### src/timer_pair_map.vh
// Field positions, encodings and prescale constants for the timer pair
`ifndef TIMER_PAIR_MAP_VH
`define TIMER_PAIR_MAP_VH
// Mode register fields, per 4-bit timer nibble
`define TMR_MODE_LSB      0
`define TMR_MODE_MSB      1
`define TMR_CSEL_BIT      2
`define TMR_GATE_BIT      3
`define TMR_B_NIBBLE_LSB  4
// Mode encodings
`define TMR_MODE_13BIT    2'h0
`define TMR_MODE_16BIT    2'h1
`define TMR_MODE_RELOAD   2'h2
`define TMR_MODE_SPLIT    2'h3
// Clock scale encodings
`define SCALE_DIV12       2'h0
`define SCALE_DIV4        2'h1
`define SCALE_DIV48       2'h2
`define SCALE_EXT8        2'h3
`define DIV12_COUNT       12
`define DIV4_COUNT        4
`define DIV48_COUNT       48
`define EXT8_COUNT        8
// Terminal counts of the shared divider and the external counter, sized to the bits compared
`define DIV12_LAST1       6'h0B
`define DIV12_LAST2       6'h17
`define DIV12_LAST3       6'h23
`define DIV48_LAST        6'h2F
`define DIV4_LAST         2'h3
`define EXT8_LAST         3'h7
// 13-bit layout
`define LOW5_MSB          4
`define LOW5_ALLONES      5'h1F
`define BYTE_ALLONES      8'hFF
`define BYTE_ZERO         8'h00
`define HIGH_BYTE_LSB     8
`endif
### src/dual_legacy_counter_timer.v
// Two legacy 8051-style counter/timers with loose control and status ports
// Contract
// - 16-bit count as low/high bytes
// - Independent mode and clock per timer
// - Timer clock: system or prescaled source
// - Counter increments on count pin falls
// - Count pin edges up to clk/4
// - 13-bit: high byte, low five bits
// - 13-bit wrap sets flag, requests irq
// - Counter select picks count pin falls
// - Scale select: system or scaled clock
// - Timer b mirrors timer a behaviour except split mode, where b holds its count
// - Irq request only when enabled
// - Run bit and gate/pin enable counting; timer b ignores both while a is split
// - Four modes incl. split eight-bit
// - Reload mode reloads low from high
// - Flag cleared by software or vector
`timescale 1ns/1ps
`include "timer_pair_map.vh"
module dual_legacy_counter_timer (
  input  wire       i_clk,
  input  wire       i_rst_b,
  input  wire [7:0] i_timer_mode_register,
  input  wire [1:0] i_timer_scale_select_bits,
  input  wire [1:0] i_clock_scale_bits,
  input  wire       i_ext_prescale_clk,
  input  wire       i_timer_a_run_bit,
  input  wire       i_timer_b_run_bit,
  input  wire       i_timer_a_irq_enable,
  input  wire       i_timer_b_irq_enable,
  input  wire       i_gate_input_a_polarity,
  input  wire       i_gate_input_b_polarity,
  input  wire       i_external_gate_input_a,
  input  wire       i_external_gate_input_b,
  input  wire       i_count_input_pin_a,
  input  wire       i_count_input_pin_b,
  input  wire       i_timer_a_low_wr,
  input  wire       i_timer_a_high_wr,
  input  wire       i_timer_b_low_wr,
  input  wire       i_timer_b_high_wr,
  input  wire [7:0] i_wr_data,
  input  wire       i_timer_a_flag_clr,
  input  wire       i_timer_b_flag_clr,
  input  wire       i_timer_a_vector_ack,
  input  wire       i_timer_b_vector_ack,
  output wire [7:0] o_timer_a_low_byte,
  output wire [7:0] o_timer_a_high_byte,
  output wire [7:0] o_timer_b_low_byte,
  output wire [7:0] o_timer_b_high_byte,
  output wire       o_timer_a_overflow_flag,
  output wire       o_timer_b_overflow_flag,
  output wire       o_timer_a_irq,
  output wire       o_timer_b_irq,
  output wire       o_timer_b_overflow_tick
);
  reg  [7:0] a_low_r;
  reg  [7:0] a_high_r;
  reg  [7:0] b_low_r;
  reg  [7:0] b_high_r;
  reg        a_flag_r;
  reg        b_flag_r;
  reg        b_tick_r;
  reg  [7:0] a_low_nxt;
  reg  [7:0] a_high_nxt;
  reg  [7:0] b_low_nxt;
  reg  [7:0] b_high_nxt;
  reg        a_ovf;
  reg        ah_ovf;
  reg        b_ovf;

  wire       pre_tick;
  wire       gate_a_lvl;
  wire       gate_b_lvl;
  wire       pin_a_fall;
  wire       pin_b_fall;

  wire [1:0] a_mode = i_timer_mode_register[`TMR_MODE_MSB:`TMR_MODE_LSB];
  wire [1:0] b_mode = i_timer_mode_register[`TMR_B_NIBBLE_LSB +
                      `TMR_MODE_MSB:`TMR_B_NIBBLE_LSB];
  wire       a_csel = i_timer_mode_register[`TMR_CSEL_BIT];
  wire       b_csel = i_timer_mode_register[`TMR_B_NIBBLE_LSB +
                      `TMR_CSEL_BIT];
  wire       a_gate = i_timer_mode_register[`TMR_GATE_BIT];
  wire       b_gate = i_timer_mode_register[`TMR_B_NIBBLE_LSB +
                      `TMR_GATE_BIT];
  wire       a_split = (a_mode == `TMR_MODE_SPLIT);

  prescale_gen u_prescale (
    .i_clk     (i_clk),
    .i_rst_b   (i_rst_b),
    .i_scale   (i_clock_scale_bits),
    .i_ext_clk (i_ext_prescale_clk),
    .o_tick    (pre_tick)
  );

  // edge detect at full clock rate
  pin_edge_sync u_cnt_a (
    .i_clk   (i_clk),
    .i_rst_b (i_rst_b),
    .i_pin   (i_count_input_pin_a),
    .o_level (),
    .o_fall  (pin_a_fall)
  );

  pin_edge_sync u_cnt_b (
    .i_clk   (i_clk),
    .i_rst_b (i_rst_b),
    .i_pin   (i_count_input_pin_b),
    .o_level (),
    .o_fall  (pin_b_fall)
  );

  pin_edge_sync u_gate_a (
    .i_clk   (i_clk),
    .i_rst_b (i_rst_b),
    .i_pin   (i_external_gate_input_a),
    .o_level (gate_a_lvl),
    .o_fall  ()
  );

  pin_edge_sync u_gate_b (
    .i_clk   (i_clk),
    .i_rst_b (i_rst_b),
    .i_pin   (i_external_gate_input_b),
    .o_level (gate_b_lvl),
    .o_fall  ()
  );

  wire a_clk_tick = i_timer_scale_select_bits[0] ? 1'b1 : pre_tick;
  wire b_clk_tick = i_timer_scale_select_bits[1] ? 1'b1 : pre_tick;

  wire a_run = i_timer_a_run_bit &
               (~a_gate | (gate_a_lvl == i_gate_input_a_polarity));
  wire b_run_norm = i_timer_b_run_bit &
               (~b_gate | (gate_b_lvl == i_gate_input_b_polarity));

  wire a_inc = a_run & (a_csel ? pin_a_fall : a_clk_tick);
  // Split high half is timer-only, run by timer b run bit
  wire ah_inc = i_timer_b_run_bit & a_clk_tick;
  // Timer b cannot use its pin while timer a is split
  wire b_inc = (b_mode != `TMR_MODE_SPLIT) &
               (a_split ? b_clk_tick :
                (b_run_norm & (b_csel ? pin_b_fall : b_clk_tick)));

  always @* begin
    a_low_nxt  = a_low_r;
    a_high_nxt = a_high_r;
    a_ovf      = 1'b0;
    ah_ovf     = 1'b0;
    if (a_inc) begin
      case (a_mode)
        // five low bits then high byte
        `TMR_MODE_13BIT: begin
          a_low_nxt = {a_low_r[7:5], a_low_r[`LOW5_MSB:0] + 5'h01};
          if (a_low_r[`LOW5_MSB:0] == `LOW5_ALLONES) begin
            a_high_nxt = a_high_r + 8'h01;
            a_ovf = (a_high_r == `BYTE_ALLONES);
          end
        end
        `TMR_MODE_16BIT: begin
          {a_high_nxt, a_low_nxt} = {a_high_r, a_low_r} + 16'h0001;
          a_ovf = ({a_high_r, a_low_r} == 16'hFFFF);
        end
        `TMR_MODE_RELOAD: begin
          a_ovf = (a_low_r == `BYTE_ALLONES);
          a_low_nxt = a_ovf ? a_high_r : a_low_r + 8'h01;
        end
        `TMR_MODE_SPLIT: begin
          a_low_nxt = a_low_r + 8'h01;
          a_ovf = (a_low_r == `BYTE_ALLONES);
        end
        default: a_low_nxt = a_low_r;
      endcase
    end
    if (a_split && ah_inc) begin
      a_high_nxt = a_high_r + 8'h01;
      ah_ovf = (a_high_r == `BYTE_ALLONES);
    end
  end

  always @* begin
    b_low_nxt  = b_low_r;
    b_high_nxt = b_high_r;
    b_ovf      = 1'b0;
    if (b_inc) begin
      case (b_mode)
        `TMR_MODE_13BIT: begin
          b_low_nxt = {b_low_r[7:5], b_low_r[`LOW5_MSB:0] + 5'h01};
          if (b_low_r[`LOW5_MSB:0] == `LOW5_ALLONES) begin
            b_high_nxt = b_high_r + 8'h01;
            b_ovf = (b_high_r == `BYTE_ALLONES);
          end
        end
        `TMR_MODE_16BIT: begin
          {b_high_nxt, b_low_nxt} = {b_high_r, b_low_r} + 16'h0001;
          b_ovf = ({b_high_r, b_low_r} == 16'hFFFF);
        end
        `TMR_MODE_RELOAD: begin
          b_ovf = (b_low_r == `BYTE_ALLONES);
          b_low_nxt = b_ovf ? b_high_r : b_low_r + 8'h01;
        end
        default: b_low_nxt = b_low_r;
      endcase
    end
  end

  always @(posedge i_clk or negedge i_rst_b) begin
    if (!i_rst_b) begin
      a_low_r  <= `BYTE_ZERO;
      a_high_r <= `BYTE_ZERO;
      b_low_r  <= `BYTE_ZERO;
      b_high_r <= `BYTE_ZERO;
      b_tick_r <= 1'b0;
    end else begin
      a_low_r  <= i_timer_a_low_wr  ? i_wr_data : a_low_nxt;
      a_high_r <= i_timer_a_high_wr ? i_wr_data : a_high_nxt;
      b_low_r  <= i_timer_b_low_wr  ? i_wr_data : b_low_nxt;
      b_high_r <= i_timer_b_high_wr ? i_wr_data : b_high_nxt;
      // Still usable as a baud tick while a is split
      b_tick_r <= b_ovf;
    end
  end

  // Timer b flag is owned by the split high half in split mode
  wire b_flag_set = a_split ? ah_ovf : b_ovf;

  // clear by software or vector; set wins
  always @(posedge i_clk or negedge i_rst_b) begin
    if (!i_rst_b) begin
      a_flag_r <= 1'b0;
      b_flag_r <= 1'b0;
    end else begin
      if (a_ovf)
        a_flag_r <= 1'b1;
      else if (i_timer_a_flag_clr | i_timer_a_vector_ack)
        a_flag_r <= 1'b0;
      if (b_flag_set)
        b_flag_r <= 1'b1;
      else if (i_timer_b_flag_clr | i_timer_b_vector_ack)
        b_flag_r <= 1'b0;
    end
  end

  assign o_timer_a_low_byte      = a_low_r;
  assign o_timer_a_high_byte     = a_high_r;
  assign o_timer_b_low_byte      = b_low_r;
  assign o_timer_b_high_byte     = b_high_r;
  assign o_timer_a_overflow_flag = a_flag_r;
  assign o_timer_b_overflow_flag = b_flag_r;
  assign o_timer_b_overflow_tick = b_tick_r;
  assign o_timer_a_irq = a_flag_r & i_timer_a_irq_enable;
  assign o_timer_b_irq = b_flag_r & i_timer_b_irq_enable;
endmodule

### src/pin_edge_sync.v
// Two-stage synchroniser with falling edge detect for one input pin
`timescale 1ns/1ps
module pin_edge_sync (
  input  wire i_clk,
  input  wire i_rst_b,
  input  wire i_pin,
  output wire o_level,
  output wire o_fall
);
  reg meta_r;
  reg sync_r;
  reg prev_r;

  always @(posedge i_clk or negedge i_rst_b) begin
    if (!i_rst_b) begin
      meta_r <= 1'b1;
      sync_r <= 1'b1;
      prev_r <= 1'b1;
    end else begin
      meta_r <= i_pin;
      sync_r <= meta_r;
      prev_r <= sync_r;
    end
  end

  assign o_level = sync_r;
  assign o_fall  = prev_r & ~sync_r;
endmodule

### src/prescale_gen.v
// Prescaled clock enable generator for the timer pair
`timescale 1ns/1ps
`include "timer_pair_map.vh"
module prescale_gen (
  input  wire       i_clk,
  input  wire       i_rst_b,
  input  wire [1:0] i_scale,
  input  wire       i_ext_clk,
  output wire       o_tick
);
  reg  [5:0] div_r;
  reg  [2:0] ext_cnt_r;
  reg        ext_meta_r;
  reg        ext_sync_r;
  reg        ext_prev_r;
  reg        ext_tick_r;
  wire       ext_rise;
  wire       hit12;
  wire       hit4;
  wire       hit48;

  assign ext_rise = ext_sync_r & ~ext_prev_r;
  assign hit48 = (div_r == `DIV48_LAST);
  assign hit12 = (div_r == `DIV12_LAST1) ||
                 (div_r == `DIV12_LAST2) ||
                 (div_r == `DIV12_LAST3) || hit48;
  assign hit4  = (div_r[1:0] == `DIV4_LAST);

  always @(posedge i_clk or negedge i_rst_b) begin
    if (!i_rst_b) begin
      div_r      <= 6'h00;
      ext_cnt_r  <= 3'h0;
      ext_meta_r <= 1'b0;
      ext_sync_r <= 1'b0;
      ext_prev_r <= 1'b0;
      ext_tick_r <= 1'b0;
    end else begin
      div_r      <= hit48 ? 6'h00 : div_r + 6'h01;
      ext_meta_r <= i_ext_clk;
      ext_sync_r <= ext_meta_r;
      ext_prev_r <= ext_sync_r;
      ext_tick_r <= 1'b0;
      if (ext_rise) begin
        ext_cnt_r <= ext_cnt_r + 3'h1;
        if (ext_cnt_r == `EXT8_LAST)
          ext_tick_r <= 1'b1;
      end
    end
  end

  assign o_tick = (i_scale == `SCALE_DIV12) ? hit12 :
                  (i_scale == `SCALE_DIV4)  ? hit4  :
                  (i_scale == `SCALE_DIV48) ? hit48 : ext_tick_r;
endmodule

### config.mk
export PLATFORM = sky130hd
export DESIGN_NAME = dual_legacy_counter_timer
export DESIGN_NICKNAME = d
export VERILOG_FILES = /design/src/dual_legacy_counter_timer.v /design/src/pin_edge_sync.v /design/src/prescale_gen.v
export VERILOG_INCLUDE_DIRS = /design/src
export SDC_FILE = /design/constraint.sdc
export NUM_CORES = 1
export LEC_CHECK = 0
export BUFFER_PORTS_ARGS = -buffer_cell sky130_fd_sc_hd__buf_2
export CAP_MARGIN = 15
export CORE_MARGIN = 3
export CORE_UTILIZATION = 59
export DETAILED_ROUTE_END_ITERATION = 8
export PLACE_DENSITY_LB_ADDON = 0.12
export SYNTH_ARGS = -nofsm -noshare
export SYNTH_HDL_FRONTEND = slang
export SYNTH_SLANG_ARGS = --single-unit
export TNS_END_PERCENT = 30
### constraint.sdc
create_clock -name i_clk -period 7.1 [get_ports i_clk]
set_input_delay 0.355 -clock i_clk [delete_from_list [all_inputs] [get_ports i_clk]]
set_output_delay 0.355 -clock i_clk [all_outputs]
set_load 0.01 [all_outputs]
======== After elaboration in Yosys (flattened, before gate mapping) ========
Cells that the tools add are included.
cells by class
  add/sub/neg operators ................... 10
  equality and inequality tests ........... 28
  muxes and demuxes ....................... 40
  bitwise operators ....................... 20
  reduce and logical (&&, ||, !) cells .... 23
operators with widths
  kind                     number
  $mux W8                  13
  $add A16 B1 Y16 const B  2
  $add A8 B1 Y8 const B    4
  $eq A16 B16 Y1 const B   2
  $eq A8 B8 Y1 const B     4
  $pmux W8 S2              2
  $pmux W8 S4              1
  $pmux W8 S3              1
  $mux W1                  20
  $eq A6 B6 Y1 const B     2
  $and A1 B1 Y1            11
  $add A5 B1 Y5 const B    2
  $eq A2 B2 Y1 const B     5
  $eq A5 B5 Y1 const B     2
  $reduce_bool A2 Y1       5
  $reduce_and A3 Y1        3
  $reduce_bool A3 Y1       3
  $reduce_bool A4 Y1       2
  $add A6 B1 Y6 const B    1
  $eq A2 B1 Y1 const B     3
  $eq A6 B4 Y1 const B     1
  $eq A6 B5 Y1 const B     1
  $logic_not A2 Y1         3
  $mux W6                  1
  13 further kinds         27
storage, ports and cells
  flip-flop bits (word level) ............. 58
  input bits .............................. 41
  output and inout bits ................... 37
  logic and storage cells ................. 146

======== Depth between registers and ports, before layout ========
  depth after elaboration ................. 13
  mapped depth ............................ 10
  depth with buffers taken out ............ 10

======== By module ========
Synthesis repeated with hierarchy kept, for this count alone.
second synthesis, totals
  cell total of the unflattened synthesis .. 398
  area total of the unflattened synthesis .. 3709.8 µm²
modules (own cells, without submodules)
  module                     instances  cells an instance  area an instance (µm²)  sequential area each (µm²)
  dual_legacy_counter_timer  1          338                2790.2                  875.8
  prescale_gen               1          44                 549.3                   325.3
  pin_edge_sync              4          4                  92.6                    78.8

======== Least setup slack after synthesis ========
Ideal clock, no wire load.
  path kind ............................... register to register
  start ................................... register a_low_r[0] (netlist: o_timer_a_low_byte[0])
  end ..................................... register a_high_r[4] (netlist: o_timer_a_high_byte[4])
  setup time .............................. 0.125 ns
  arrival ................................. 2.311 ns
  data required time ...................... 6.975 ns
  setup slack ............................. 4.665 ns
  cell stages (with the launch flop) ...... 10
  path buffers ............................ 0
  period minus slack after synthesis ...... 2.435 ns
  cell sequence ........................... dfrtp_1 -> ha_1 -> and3_1 -> ha_1 -> nor2_1 -> a2111oi_0 -> nor4b_2 -> nor3_1 -> xor2_1 -> mux2_2
between the ends
  word-level cells in the longest chain between the ends .. 5
  elaborated cells between the ends (all ways) .. 8
  those cells by class .................... 1 x add/sub; 2 x eq/ne; 4 x mux; 1 x reduce/logical
RTL lines
  element                 RTL line                         source
  from (decl)             dual_legacy_counter_timer.v:56   reg [7:0] a_low_r;
  from (signal assigned)  dual_legacy_counter_timer.v:209  a_low_r <= `BYTE_ZERO;
  from (signal assigned)  dual_legacy_counter_timer.v:215  a_low_r <= i_timer_a_low_wr ? i_wr_data : a_low_nxt;
  $add A16 B1 Y16         dual_legacy_counter_timer.v:161  {a_high_nxt, a_low_nxt} = {a_high_r, a_low_r} + 16'h0001;
  $pmux W8 S2             dual_legacy_counter_timer.v:151  case (a_mode)
  $mux W8                 dual_legacy_counter_timer.v:150  if (a_inc) begin
  $mux W8                 dual_legacy_counter_timer.v:175  if (a_split && ah_inc) begin
  $mux W8                 dual_legacy_counter_timer.v:216  a_high_r <= i_timer_a_high_wr ? i_wr_data : a_high_nxt;
  to (signal assigned)    dual_legacy_counter_timer.v:210  a_high_r <= `BYTE_ZERO;
  to (signal assigned)    dual_legacy_counter_timer.v:216
  to (decl)               dual_legacy_counter_timer.v:57   reg [7:0] a_high_r;
Parallel ways exist; a longest one is shown, timed or not. The select of a mux whose other input is x is not followed.
A chain may end at the register's enable or synchronous reset.

======== Final worst setup path ========
Same ends and word-level chain as after synthesis.

==> report_table.html <==
<table>
<tr><th>Metric</th><th>Value</th></tr>
<tr><th colspan="2">Run status</th></tr>
<tr><td>Result of the run</td><td>finished clean</td></tr>
<tr><th colspan="2">Yosys</th></tr>
<tr><td>Count of different cell masters after synthesis</td><td>58</td></tr>
<tr><td>Parity-gate share of the synthesized area counting xor and xnor cells</td><td>0.0555</td></tr>
<tr><td>Simple-gate area share of the yosys netlist</td><td>0.217</td></tr>
<tr><td>Instance count of the mapped netlist</td><td>388</td></tr>
<tr><td>Avg Cell Area, Syn</td><td>9.35 um2</td></tr>
<tr><td>Fraction of the yosys area taken by sequential cells</td><td>0.403</td></tr>
<tr><td>Largest family of logic cells by synthesized area</td><td>simple AND/OR/NAND/NOR gates</td></tr>
<tr><td>Fraction of the mapped netlist area in compound gates</td><td>0.190</td></tr>
<tr><td>Register bit total from synthesis</td><td>58</td></tr>
<tr><td>Total of warnings raised by yosys</td><td>0</td></tr>
<tr><td>Area share of fa/ha/maj cells after synthesis</td><td>0.0517</td></tr>
<tr><td>Cell Area, Synth</td><td>0.00363 mm2</td></tr>
<tr><td>Share of synthesized area spent on multiplexers</td><td>0.0521</td></tr>
<tr><td>Async S/R FF share, synth</td><td>1.00</td></tr>
<tr><td>Post-Syn Nets</td><td>444</td></tr>
<tr><td>Count of flip-flops with a built-in enable after synthesis</td><td>0</td></tr>
<tr><td>Main synth FF type</td><td>dfrtp_1</td></tr>
<tr><th colspan="2">Worst setup path</th></tr>
<tr><td>Bufs and invs on worst path</td><td>0</td></tr>
<tr><td>Number of cells on the worst reg-to-reg path</td><td>9</td></tr>
<tr><td>Most common cell on crit path</td><td>ha_1</td></tr>
<tr><td>Endpoint of the lowest-slack register-to-register path</td><td>o_timer_a_high_byte[4]</td></tr>
<tr><td>Largest driver fanout on the critical path</td><td>8</td></tr>
<tr><td>Critical Path Source Type</td><td>flip-flop</td></tr>
<tr><td>Library cell contributing the largest single delay on the critical path</td><td>nor4b_2</td></tr>
<tr><td>Data arrival time of the critical path</td><td>2.98 ns</td></tr>
<tr><td>Crit path max-delay family</td><td>simple AND/OR/NAND/NOR gates</td></tr>
<tr><td>Crit-path max cell delay</td><td>0.67 ns</td></tr>
<tr><td>Worst R2R Start</td><td>o_timer_a_low_byte[0]</td></tr>
<tr><td>Crit-path cells</td><td>ha_1, and3_1, ha_1, nor2_1, a2111oi_0, nor4b_2, nor3_1, xor2_1, mux2_2</td></tr>
<tr><td>Crit path required time</td><td>7.32 ns</td></tr>
<tr><td>Slack of the worst reg-to-reg path</td><td>4.34 ns</td></tr>
<tr><td>Type of destination of the critical path</td><td>flip-flop</td></tr>
<tr><td>Critical setup path kind</td><td>flip-flop to flip-flop</td></tr>
<tr><th colspan="2">Floorplanning</th></tr>
<tr><td>Height of the die</td><td>84.4 um</td></tr>
<tr><td>Total Die Area</td><td>0.00713 mm2</td></tr>
<tr><td>Core Region</td><td>0.00574 mm2</td></tr>
<tr><td>Floorplan die width</td><td>84.4 um</td></tr>
<tr><td>Ports</td><td>78</td></tr>
<tr><td>Total number of placement rows</td><td>27</td></tr>
<tr><td>Initial core utilization</td><td>0.632</td></tr>
<tr><th colspan="2">Detailed routing</th></tr>
<tr><td>Total detailed-routing wirelength</td><td>9510 um</td></tr>
<tr><td>Initial drt markers</td><td>194</td></tr>
<tr><td>Antenna Violating Nets Remaining</td><td>0</td></tr>
<tr><td>Routed length per instance</td><td>17.5 um</td></tr>
<tr><td>Avg Vias per Cell</td><td>6.24</td></tr>
<tr><td>Number of design rule violations left after detail routing</td><td>0</td></tr>
<tr><td>Via count of the routed design</td><td>3388</td></tr>
<tr><td>Number of detailed-route iterations in the first pass</td><td>5</td></tr>
<tr><th colspan="2">CTS</th></tr>
<tr><td>Total clock buffers created by CTS</td><td>9</td></tr>
<tr><td>Clock-pin transition on the worst setup and hold timing paths</td><td>0.07 ns</td></tr>
<tr><td># hold bufs at CTS</td><td>0</td></tr>
<tr><td>Buffer depth of the longest clock path</td><td>2</td></tr>
<tr><td>Number of clock sinks</td><td>58</td></tr>
<tr><td>Clock tree root buffer cell</td><td>clkbuf_8</td></tr>
<tr><td>Post-cts sizing count</td><td>0</td></tr>
<tr><td>Post-CTS setup repair buffer count</td><td>0</td></tr>
<tr><td>Clock latency on the worst-skew pair</td><td>0.34 ns</td></tr>
<tr><td>Number of H-tree levels</td><td>3</td></tr>
<tr><td>Clock tree from TritonCTS</td><td>yes</td></tr>
<tr><th colspan="2">Final layout</th></tr>
<tr><td>Commonest cells after routing, fill and taps aside</td><td>buf_2, nand2_1, dfrtp_1</td></tr>
<tr><td>Commonest non-fill, non-tap cell in the layout</td><td>buf_2</td></tr>
<tr><td>Relative area change from synthesis to final layout</td><td>17.6%</td></tr>
<tr><td>Layout cell share with drive strength beyond 1</td><td>0.255</td></tr>
<tr><td>Layout net count</td><td>522</td></tr>
<tr><td>Antenna Diode Count</td><td>0</td></tr>
<tr><th colspan="2">Global route</th></tr>
<tr><td>Wire length of the first global-routing pass</td><td>16000 um</td></tr>
<tr><td>Overall track demand over capacity in global routing</td><td>0.280</td></tr>
<tr><td>Maximum number of pins on one net before global-route repair</td><td>59</td></tr>
<tr><td>Number of antenna violations at the first check in global routing</td><td>0</td></tr>
<tr><td>Number of global-route vias before repair</td><td>3332</td></tr>
<tr><td>Total grt overflow</td><td>0</td></tr>
<tr><th colspan="2">Timing</th></tr>
<tr><td># setup viols final</td><td>0</td></tr>
<tr><td>Final Skew</td><td>0.00809 ns</td></tr>
<tr><td>Maximum clock rate</td><td>363 MHz</td></tr>
<tr><td>Final worst path period need</td><td>2.76 ns</td></tr>
<tr><td>RSZ-0062 raised after global routing</td><td>false</td></tr>
<tr><td>Slew at the pin closest to its max-slew limit</td><td>0.906 ns</td></tr>
<tr><td>Headroom to the max-slew limit</td><td>0.395</td></tr>
<tr><td>Fin Hold WS</td><td>0.106 ns</td></tr>
<tr><td>Number of pins with negative max-slew slack in the final report</td><td>0</td></tr>
<tr><td>Total negative slack for setup checks</td><td>0 ns</td></tr>
<tr><td>Final period utilization</td><td>0.388</td></tr>
<tr><td>Final Hold Fails</td><td>0</td></tr>
<tr><th colspan="2">Power and ir drop</th></tr>
<tr><td>Max rail drop VDD</td><td>154 uV</td></tr>
<tr><td>Power per Cell Area</td><td>212 mW/mm2</td></tr>
<tr><td>Leakage power</td><td>1.84 nW</td></tr>
<tr><th colspan="2">Run</th></tr>
<tr><td>Number of max-cap violations</td><td>0</td></tr>
<tr><th colspan="2">Min path</th></tr>
<tr><td>Hold path start</td><td>i_count_input_pin_b</td></tr>
<tr><td>Path category of the worst min-delay check</td><td>input pin to flip-flop</td></tr>
<tr><td>Hold-critical path depth</td><td>1</td></tr>
<tr><td>Terminating pin of the worst hold path</td><td>u_cnt_b.meta_r</td></tr>
<tr><th colspan="2">Placement</th></tr>
<tr><td>DPL Wire Length</td><td>6730 um</td></tr>
<tr><td>Count of input and output buffers</td><td>77</td></tr>
<tr><td>Routability congestion estimate from global placement</td><td>0.923</td></tr>
</table>
-- routing by layer --
layer / global-route usage / up-vias / part of all wire
met4: 0.105 / 0 / 0.025
met2: 0.468 / 175 / 0.48
met3: 0.0628 / 23 / 0.083
li1: - / 1596 / -
met5: 0 / - / 0
met1: 0.356 / 1594 / 0.41
-- power breakdown --
part / internal [mW] / switching [mW] / leakage, nW
Sequential: 0.365 / 0.0442 / 0.698
Combinational: 0.0804 / 0.0984 / 1.05
Clock: 0.171 / 0.144 / 0.0945
-- cell type report --
class | instances | area [um2]
flip-flops and latches | 58 | 1460
clock buffers | 10 | 138
multi-input cells | 304 | 2060
inverters | 14 | 52.6
fillers | 442 | 1480
well taps | 72 | 90.1
repair buffers | 79 | 400
clock inverters | 6 | 66.3
-- Yosys cell counts (all sizes together), types with 8 or more instances --
library cell  count  area share
inv              14       0.014
clkbuf            9      0.0093
dfstp            10       0.072
o21ai            38       0.052
nor2             19       0.020
a21oi            10       0.014
a31oi             8       0.014
xnor2            16       0.039
ha               15       0.052
nor3             16       0.025
mux2i            11       0.030
nand2            53       0.055
nand3            13       0.018
dfrtp            48        0.33
-- kinds of logic (layout without fill, tap and decap cells) --
family	after synthesis	count (layout)
AOI/OAI and AO/OA	99	99
xor gates and xnor gates	23	23
adders and majority gates	15	15
buffers and inverters	26	109
DFF	58	58
muxes	18	18
and+or+nand+nor	149	149
-- sequential cells by signal, indices dropped and copies added (netlist names), 3 cells and up --
| name | cells |
|---|---|
| o_timer_a_high_byte | 8 |
| o_timer_a_low_byte | 8 |
| o_timer_b_high_byte | 8 |
| o_timer_b_low_byte | 8 |
| u_prescale.div_r | 6 |
| u_prescale.ext_cnt_r | 3 |
-- metrics by stage --
step	setup WS, ns	area [um2]	utilization	instances	total power [mW]
detailed placement	4.38	4060	0.707	527	0.589
global placement	4.46	4060	0.707	527	0.581
CTS	4.36	4270	0.743	543	0.905
finish	4.34	4270	0.743	543	0.903
floorplan	4.66	3630	-	388	0.515
global route	4.16	4270	0.743	543	0.956
-- how the worst max path moves through the flow --
stage                                startpoint                     end  slack [ns]  depth (start not counted)
after global placement    i_clock_scale_bits[0]   o_timer_b_low_byte[2]        4.46                          8
after detailed placement  o_timer_a_low_byte[0]  o_timer_a_high_byte[4]        4.38                          9
final                     o_timer_a_low_byte[0]  o_timer_a_high_byte[4]        4.34                          9
after floorplan           o_timer_a_low_byte[0]  o_timer_a_high_byte[4]        4.66                          9
after CTS                 o_timer_a_low_byte[0]  o_timer_a_high_byte[4]        4.36                          9
after global routing      o_timer_a_low_byte[0]  o_timer_a_high_byte[4]        4.16                          9
No activity file was read; power rests on OpenSTA's default activity.
